[src/hw/pmwc_defines.svh]
// Constants of the power mode and wake-up controller
`ifndef PMWC_DEFINES_SVH
`define PMWC_DEFINES_SVH

`define PMWC_ADDR_MODE 4'h0
`define PMWC_ADDR_MODE_EXT 4'h1
`define PMWC_ADDR_STATUS 4'h2
`define PMWC_ADDR_WAKE_EN 4'h3

`define PMWC_MODE_HIGH_LOW_CLOCK_SELECT 0
`define PMWC_MODE_IDLE_ENABLE_BIT 1
`define PMWC_MODE_HRDY 2
`define PMWC_MODE_LRDY 3
`define PMWC_MODE_FAST_WAKE_ENABLE 4
`define PMWC_MODE_DIV_LSB 5
`define PMWC_MODE_DIV_MSB 7
`define PMWC_MODE_WMASK 8'hf3
`define PMWC_EXT_IDLE_SYSCLK_ON_BIT 7
`define PMWC_EXT_WMASK 8'h80

`define PMWC_DIV_SLOW_MAX 3'h1

`define PMWC_MODE_RST 8'h01
`define PMWC_EXT_RST 8'h00
`define PMWC_WAKE_EN_RST 8'h00

`define PMWC_SST_CYCLES 1024

`endif

[src/hw/pmwc_pkg.sv]
// Types of the power mode and wake-up controller
package pmwc_pkg;

	typedef enum logic [2:0] {
		st_run = 3'h0,
		st_idle_clock_on_state = 3'h1,
		st_idle_clock_off_state = 3'h3,
		st_sleepl = 3'h2,
		st_sleepd = 3'h6,
		st_wake = 3'h4
	} pmwc_state_e;

endpackage

[src/hw/pmwc_ctrl.sv]
// Power mode and wake-up controller top level
`timescale 1ns/10ps
`include "pmwc_defines.svh"
module pmwc_ctrl
	import pmwc_pkg::*;
#(
	parameter int PA_W = 8,
	parameter int IRQ_W = 4,
	parameter int SST_W = 11
) (
	// Clock and reset
	input wire logic clk,
	input wire logic rst_n,
	// Register port
	input wire logic [3:0] addr,
	input wire logic [7:0] wdata,
	input wire logic wr_en,
	input wire logic rd_en,
	output logic [7:0] rdata,
	// Instruction events
	input wire logic halt_exec,
	input wire logic clr_wdt_exec,
	// Oscillators
	input wire logic hs_is_crystal,
	input wire logic hosc_tick,
	input wire logic losc_tick,
	// Watchdog and voltage detector
	input wire logic wdt_enable,
	input wire logic lvd_enable,
	input wire logic wdt_overflow,
	// Wake sources
	input wire logic ext_reset_req,
	input wire logic [PA_W-1:0] port_a,
	input wire logic [IRQ_W-1:0] irq_flags,
	input wire logic [IRQ_W-1:0] irq_enable,
	input wire logic stack_full,
	// Clock controls
	output logic hosc_run,
	output logic hdiv_run,
	output logic sub_clk_run,
	output logic sys_clk_run,
	output logic sys_clk_low,
	// Core controls
	output logic cpu_stall,
	output logic wdt_clear,
	output logic wdt_run,
	output logic full_reset,
	output logic pc_sp_reset,
	output logic resume_next,
	output logic irq_service
);
	logic [7:0] mode_ff;
	logic [7:0] ext_ff;
	logic [7:0] wake_en_ff;
	logic [7:0] rdata_ff;
	pmwc_state_e st_ff;
	pmwc_state_e nxt_st;
	pmwc_state_e halt_tgt;
	logic pdf_ff;
	logic to_ff;
	logic hrdy_ff;
	logic lrdy_ff;
	logic sel_low_ff;
	logic nxt_sel_low;
	logic own_low_ff;
	logic [IRQ_W-1:0] irq_mask_ff;
	logic [PA_W-1:0] pa_fall;
	logic sst_busy;
	logic sst_done;

	// Mode decode
	wire high_low_clock_select = mode_ff[`PMWC_MODE_HIGH_LOW_CLOCK_SELECT];
	wire idle_en = mode_ff[`PMWC_MODE_IDLE_ENABLE_BIT];
	wire fast_wake_enable = mode_ff[`PMWC_MODE_FAST_WAKE_ENABLE];
	wire idle_sysclk_on_bit = ext_ff[`PMWC_EXT_IDLE_SYSCLK_ON_BIT];
	wire [2:0] div = mode_ff[`PMWC_MODE_DIV_MSB:`PMWC_MODE_DIV_LSB];
	wire slow_req = !high_low_clock_select && (div <= `PMWC_DIV_SLOW_MAX);

	// State decode
	wire is_run = st_ff == st_run;
	wire active = is_run || st_ff == st_wake;
	wire lp = !active;
	wire wd_or_lvd = wdt_enable || lvd_enable;
	wire halt_go = is_run && halt_exec;

	// Target chosen from bits as they stand at the halt
	assign halt_tgt = idle_en ? (idle_sysclk_on_bit ? st_idle_clock_on_state : st_idle_clock_off_state)
		: (wd_or_lvd ? st_sleepl : st_sleepd);

	// Wake sources
	pmwc_fedge #(.W(PA_W)) u_pa_edge (
		.clk(clk),
		.rst_n(rst_n),
		.pins(port_a),
		.en(wake_en_ff[PA_W-1:0]),
		.fall(pa_fall)
	);

	// Requests already pending at entry are masked from waking
	wire [IRQ_W-1:0] irq_new = irq_flags & ~irq_mask_ff;
	wire pa_wake = |pa_fall;
	wire irq_wake = |irq_new;
	wire irq_take = (|(irq_new & irq_enable)) && !stack_full;
	wire wdt_ev = wdt_overflow && wdt_run;
	wire wake = lp && (ext_reset_req || pa_wake || irq_wake || wdt_ev);
	wire plain_wake = wake && !ext_reset_req && !wdt_ev;
	wire fast_ok = fast_wake_enable && hs_is_crystal && !slow_req && !sel_low_ff
		&& lrdy_ff && (st_ff == st_sleepl || st_ff == st_idle_clock_off_state);
	wire run_ok = sel_low_ff ? lrdy_ff : hrdy_ff;

	// Operating state sequence
	always_comb begin
		nxt_st = st_ff;
		case (st_ff)
			st_run: begin
				if (halt_go) begin
					nxt_st = halt_tgt;
				end
			end
			st_sleepd, st_sleepl, st_idle_clock_off_state, st_idle_clock_on_state: begin
				if (wake) begin
					nxt_st = st_wake;
				end
			end
			st_wake: begin
				if (run_ok) begin
					nxt_st = st_run;
				end
			end
			default: begin
				nxt_st = st_wake;
			end
		endcase
	end

	// System clock source select
	always_comb begin
		nxt_sel_low = sel_low_ff;
		if (wake && fast_ok) begin
			nxt_sel_low = 1'b1;
		end else if (active) begin
			if (slow_req && lrdy_ff) begin
				nxt_sel_low = 1'b1;
			end else if (!slow_req && hrdy_ff) begin
				nxt_sel_low = 1'b0;
			end
		end
	end

	// Clock controls
	assign sys_clk_run = active || st_ff == st_idle_clock_on_state;
	assign hosc_run = sys_clk_run && !(sel_low_ff && slow_req);
	assign hdiv_run = hosc_run;
	assign sub_clk_run = st_ff != st_sleepd;
	assign sys_clk_low = sel_low_ff;

	// Core controls; execution only in the run state
	assign cpu_stall = !is_run;
	assign wdt_clear = halt_go || clr_wdt_exec;
	assign wdt_run = wdt_enable && sub_clk_run;
	assign full_reset = lp && ext_reset_req;
	assign pc_sp_reset = lp && wdt_ev && !ext_reset_req;
	assign irq_service = plain_wake && irq_take;
	assign resume_next = plain_wake && !irq_take;

	// Shared start-up timer: high crystal always claims it first
	wire hs_need = hosc_run && !hrdy_ff;
	wire ls_need = sub_clk_run && !lrdy_ff;
	// Hold off while done stands so a finished owner is not timed again
	wire sst_start = !sst_busy && !sst_done
		&& (hs_need || ls_need);
	// A waiting high crystal pre-empts a low crystal period in progress
	wire sst_abort = sst_busy && (own_low_ff ? (!sub_clk_run || hs_need)
		: !hosc_run);

	pmwc_sst #(.CW(SST_W)) u_sst (
		.clk(clk),
		.rst_n(rst_n),
		.start(sst_start),
		.abort(sst_abort),
		.tick(own_low_ff ? losc_tick : hosc_tick),
		.busy(sst_busy),
		.done(sst_done)
	);

	// Register read decode
	wire [7:0] mode_rd = (mode_ff & `PMWC_MODE_WMASK)
		| (8'(hrdy_ff) << `PMWC_MODE_HRDY)
		| (8'(lrdy_ff) << `PMWC_MODE_LRDY);
	wire [7:0] status_rd = {2'h0, sel_low_ff, st_ff, pdf_ff, to_ff};
	wire [7:0] rd_mux = (addr == `PMWC_ADDR_MODE) ? mode_rd
		: (addr == `PMWC_ADDR_MODE_EXT) ? (ext_ff & `PMWC_EXT_WMASK)
		: (addr == `PMWC_ADDR_STATUS) ? status_rd
		: (addr == `PMWC_ADDR_WAKE_EN) ? wake_en_ff
		: 8'h00;
	wire wr_mode = wr_en && addr == `PMWC_ADDR_MODE;
	wire wr_ext = wr_en && addr == `PMWC_ADDR_MODE_EXT;
	wire wr_wake = wr_en && addr == `PMWC_ADDR_WAKE_EN;

	// Flags: a set in the same cycle as a clear wins
	wire nxt_pdf = halt_go || (pdf_ff && !clr_wdt_exec);
	wire nxt_to = wdt_ev || (to_ff && !halt_go);

	always_ff @(posedge clk) begin
		if (!rst_n) begin
			mode_ff <= `PMWC_MODE_RST;
			ext_ff <= `PMWC_EXT_RST;
			wake_en_ff <= `PMWC_WAKE_EN_RST;
		end else begin
			if (wr_mode) begin
				mode_ff <= wdata & `PMWC_MODE_WMASK;
			end
			if (wr_ext) begin
				ext_ff <= wdata & `PMWC_EXT_WMASK;
			end
			if (wr_wake) begin
				wake_en_ff <= wdata;
			end
		end
	end

	always_ff @(posedge clk) begin
		if (!rst_n) begin
			rdata_ff <= 8'h00;
		end else begin
			rdata_ff <= rd_en ? rd_mux : 8'h00;
		end
	end

	// Power-up behaves like a deep sleep wake: wait for the crystal
	always_ff @(posedge clk) begin
		if (!rst_n) begin
			st_ff <= st_wake;
			sel_low_ff <= 1'b0;
			pdf_ff <= 1'b0;
			to_ff <= 1'b0;
			irq_mask_ff <= '0;
		end else begin
			st_ff <= nxt_st;
			sel_low_ff <= nxt_sel_low;
			pdf_ff <= nxt_pdf;
			to_ff <= nxt_to;
			if (halt_go) begin
				irq_mask_ff <= irq_flags;
			end
		end
	end

	// Ready flags drop as soon as their oscillator stops
	always_ff @(posedge clk) begin
		if (!rst_n) begin
			hrdy_ff <= 1'b0;
			lrdy_ff <= 1'b0;
			own_low_ff <= 1'b0;
		end else begin
			if (sst_start) begin
				own_low_ff <= !hs_need;
			end
			hrdy_ff <= hosc_run && (hrdy_ff || (sst_done && !own_low_ff));
			lrdy_ff <= sub_clk_run && (lrdy_ff || (sst_done && own_low_ff));
		end
	end

	assign rdata = rdata_ff;
endmodule

[src/hw/pmwc_sst.sv]
// Shared oscillator start-up timer
`timescale 1ns/10ps
`include "pmwc_defines.svh"
module pmwc_sst #(
	parameter int CW = 11,
	parameter logic [CW-1:0] LIMIT = CW'(`PMWC_SST_CYCLES)
) (
	// Clock and reset
	input wire logic clk,
	input wire logic rst_n,
	// Control
	input wire logic start,
	input wire logic abort,
	input wire logic tick,
	// Status
	output logic busy,
	output logic done
);
	logic [CW-1:0] cnt_ff;
	logic busy_ff;
	logic done_ff;
	wire last = busy_ff && tick && (cnt_ff == LIMIT - CW'(1));

	always_ff @(posedge clk) begin
		if (!rst_n || abort) begin
			cnt_ff <= '0;
			busy_ff <= 1'b0;
			done_ff <= 1'b0;
		end else begin
			done_ff <= last;
			if (start && !busy_ff) begin
				busy_ff <= 1'b1;
				cnt_ff <= '0;
			end else if (last) begin
				busy_ff <= 1'b0;
			end else if (busy_ff && tick) begin
				cnt_ff <= cnt_ff + CW'(1);
			end
		end
	end

	assign busy = busy_ff;
	assign done = done_ff;
endmodule

[src/hw/pmwc_fedge.sv]
// Per-pin falling edge detector with enables
`timescale 1ns/10ps
module pmwc_fedge #(
	parameter int W = 8
) (
	// Clock and reset
	input wire logic clk,
	input wire logic rst_n,
	// Pins and enables
	input wire logic [W-1:0] pins,
	input wire logic [W-1:0] en,
	// Detected edges
	output logic [W-1:0] fall
);
	logic [W-1:0] prev_ff;

	// Idle pins sit high, so reset to ones avoids a false edge
	always_ff @(posedge clk) begin
		if (!rst_n) begin
			prev_ff <= '1;
		end else begin
			prev_ff <= pins;
		end
	end

	assign fall = prev_ff & ~pins & en;
endmodule

[config.mk]
export PLATFORM = sky130hd
export DESIGN_NAME = pmwc_ctrl
export DESIGN_NICKNAME = d
export VERILOG_FILES = /design/src/hw/pmwc_pkg.sv /design/src/hw/pmwc_ctrl.sv /design/src/hw/pmwc_sst.sv /design/src/hw/pmwc_fedge.sv
export VERILOG_INCLUDE_DIRS = /design/src /design/src/hw
export SDC_FILE = /design/constraint.sdc
export NUM_CORES = 1
export LEC_CHECK = 0
export BUFFER_PORTS_ARGS = -buffer_cell sky130_fd_sc_hd__buf_2
export CORE_MARGIN = 1.5
export CORE_UTILIZATION = 35
export CTS_CLUSTER_SIZE = 10
export DETAILED_ROUTE_END_ITERATION = 6
export SYNTH_ARGS = -nofsm -noshare
export SYNTH_HDL_FRONTEND = slang
export SYNTH_SLANG_ARGS = --single-unit
[constraint.sdc]
create_clock -name clk -period 2.13 [get_ports clk]
set_clock_uncertainty 0.15 [all_clocks]
set_input_delay 0.3195 -clock clk [delete_from_list [all_inputs] [get_ports clk]]
set_output_delay 0.3195 -clock clk [all_outputs]
set_load 0.005 [all_outputs]
==> impl_metrics.toml <==
[route]
drcViolationCount = 0
drt_iter0_markers = 135
vias_per_cell = 4.91
totalWireLength_um = 6280
drtPass1Iterations = 4
ant_nets = 0
dr_total_vias = 2342
detail_route.wl_per_cell_um = 13.2

[global_route]
grt_pass1_wl_um = 10300
track_usage = 0.158
antenna_found_initial = 0
gr-total-overflow = 0
grt_max_degree = 23
grt_pass1_vias = 2198

[sta]
hold_viol = 0
fmax_mhz = 487
min_period_ps = 2050
slew-limit-headroom = 0.748
worstMarginPinSlew_ps = 372
rsz0062_at_grt = "true"
setup-violations-final = 0
period_share = 0.963
drv_slew = 0

[yosys]
async_flop_share = 0
syn_nets = 345
ys.flop_type = "dfxtp_1"
synth-edff-count = 0
synth_top_area_frac = 0.430
synth_seq_cells = 57
seq_area_frac_synth = 0.430
avgSynthCellArea_um2 = 8.78
synth_largest_area_cell = "dfxtp_1"
synth_area_leaders = "dfxtp_1 (43%), mux2i_1 (7.2%), nor2_1 (4.7%), nor2b_1 (3.8%), nand2_1 (3.7%)"
yosysUniqueCellTypes = 48
ys_warn_count = 0
syn_inst = 302
synthesis.area_um2 = 2650

[setup_path]
critPathCapture = "irq_service"
path_class = "reg2out"
crit_path_end_kind = "output port"
rr_startpoint = "st_ff[0]"
rr_worst_depth = 5
regToRegSetupSlack_ps = 230
worstPathMaxFanout = 3
start_kind = "register"
cp-startpoint = "wake_en_ff[0]"
timing.rr.end = "u_sst.cnt_ff[5]"
cp.arrival_ps = 1580
cp_data_required_time_ps = 1660

[clock_tree]
root_buffer = "clkbuf_8"
htreeDepth = 3
cts_buffers = 9
insertion_delay_ps = 330
cts_sinks = 57
clk_path_buf_depth = 2
cts.clk_slew.worst_paths_ps = 70
cts_tree = "done"
cts-hold-fix-buffers = 0

[die]
rows = 31
die_h_um = 90.1
die_w_um = 90.1
initial_core_util = 0.364
dieArea_um2 = 8110
core_area_um2 = 7290
ioPinCount = 62

[run]
max-cap-violations = 0

[pwr]
finalPower_mw = 2.37
power.leakage_nw = 1.37
power.density_nw_per_um2 = 701
ir_drop_mv = 0.353

[place]
dpl_cell_area_um2 = 3100
hpwl_um = 4630
io_buffers = 61
gp_congestion = 0.815

[final_layout]
fin_util = 0.464
layout-drive-gt1-share = 0.288
area_growth_pct = 27.6
layout.nets = 416
final_area_um2 = 3380
fill_cells = 758
diodes = 0

[status]
status = "completed"

[hold_path]
hp-class = "in2reg"
flip-flops by register name, summed over array words and instances, names as in the netlist:
signal and flops:
u_sst.done 1, u_sst.busy 1, rdata 8, irq_mask_ff 4
lrdy_ff 1, sys_clk_low 1, to_ff 1, ext_ff 1
own_low_ff 1, hrdy_ff 1, st_ff 3, u_pa_edge.prev_ff 8
wake_en_ff 8, mode_ff 6, pdf_ff 1, u_sst.cnt_ff 11
where the power goes:
group / leakage (nW) / internal, mW / total (mW) / switching [mW]
clock network: 0.110 / 0.668 / 1.13 / 0.460
logic: 0.799 / 0.0751 / 0.155 / 0.0799
registers: 0.464 / 1.08 / 1.09 / 0.00876
area by class of cell:
class	count	area [um2]	area share
Clock buffer	9	124	0.0366
Multi-Input combinational cell	225	1460	0.430
Inverter	8	30.0	0.00887
Timing Repair Buffer	72	400	0.118
Clock inverter	7	103	0.0303
Tap cell	99	124	0.0366
Sequential cell	57	1150	0.339
metrics by stage:
| stage | std cells | TNS (ps) | setup WS, ps | hold slack, ps |
|---|---|---|---|---|
| floorplan | 302 | 0 | 363 | 266 |
| global route | 477 | -49.4 | -26.7 | 16.2 |
| finish | 477 | 0 | 77.9 | 24.9 |
| detailed placement | 459 | 0 | 146 | 328 |
| CTS | 477 | 0 | 18.7 | 11.4 |
| global placement | 459 | 0 | 184 | 324 |
timing repair:
item | 4_1_cts | 5_1_grt
pin swaps | 2 | 3
resized for setup | 11 | 4
setup endpoints to repair | 2 | 2
buffers inserted | 2 | 0
routing by layer:
metal  share of wire  track usage  up-vias
met5               0            0        -
met4           0.012       0.0516        0
met3           0.038       0.0491        8
met2            0.49        0.270       44
met1            0.46        0.188     1075
li1                -            -     1215
cell families after synthesis:
group | count (synthesis) | share of synthesized area
flops | 57 | 0.430
compound gates | 51 | 0.136
mux | 21 | 0.0802
xor+xnor | 4 | 0.0132
simple gates | 148 | 0.300
fa+ha+maj | 1 | 0.00472
buf+inv | 20 | 0.0363
synthesized netlist by cell type, drive strengths merged (3+ instances only):
library cell	n
dfxtp	57
nor2	34
nand2	27
mux2i	19
nand3	16
nor2b	16
a21oi	13
nand2b	10
nand3b	10
a21boi	8
inv	8
and2	7
clkbuf	7
o21ai	6
buf	5
nor4b	5
or3	5
a32o	4
nor3	4
xnor2	4
a211oi	3
a32oi	3
and3	3
nand4	3
or2	3
worst min-delay path by stage:
stage,depth (start not counted),end,from,slack [ps]
final,2,u_pa_edge.prev_ff[1],port_a[1],20
after global routing,2,u_pa_edge.prev_ff[0],port_a[0],20
after detailed placement,2,wake_en_ff[7],wake_en_ff[7],330
after floorplan,2,u_pa_edge.prev_ff[3],port_a[3],270
after global placement,2,wake_en_ff[1],wake_en_ff[1],320
after CTS,3,u_pa_edge.prev_ff[3],port_a[3],10
placed cells by master, fill, tap and decap left out, drive strengths merged, types with 3 or more instances in the layout:
cell     n
or2      3
buf     72
o21ai    6
nand2b  10
xnor2    4
clkbuf   9
nand2   27
a21boi   8
nor3     4
and3     3
nand3   16
nand4    3
dfxtp   57
a211oi   3
a21oi   13
nor2b   16
nand3b  10
nor4b    5
nor2    34
clkinv   3
a32oi    3
mux2i   19
and2     7
a32o     4
or3      5
inv      9
worst max-delay path: stages, from the launching register on:
cell	delay, ps
dfxtp_2	340
nand3b_1	80
and4_4	210
and3_4	150
nor2b_4	130
nor4b_2	200
buf_2	140
(Power assumes the default switching activity.)
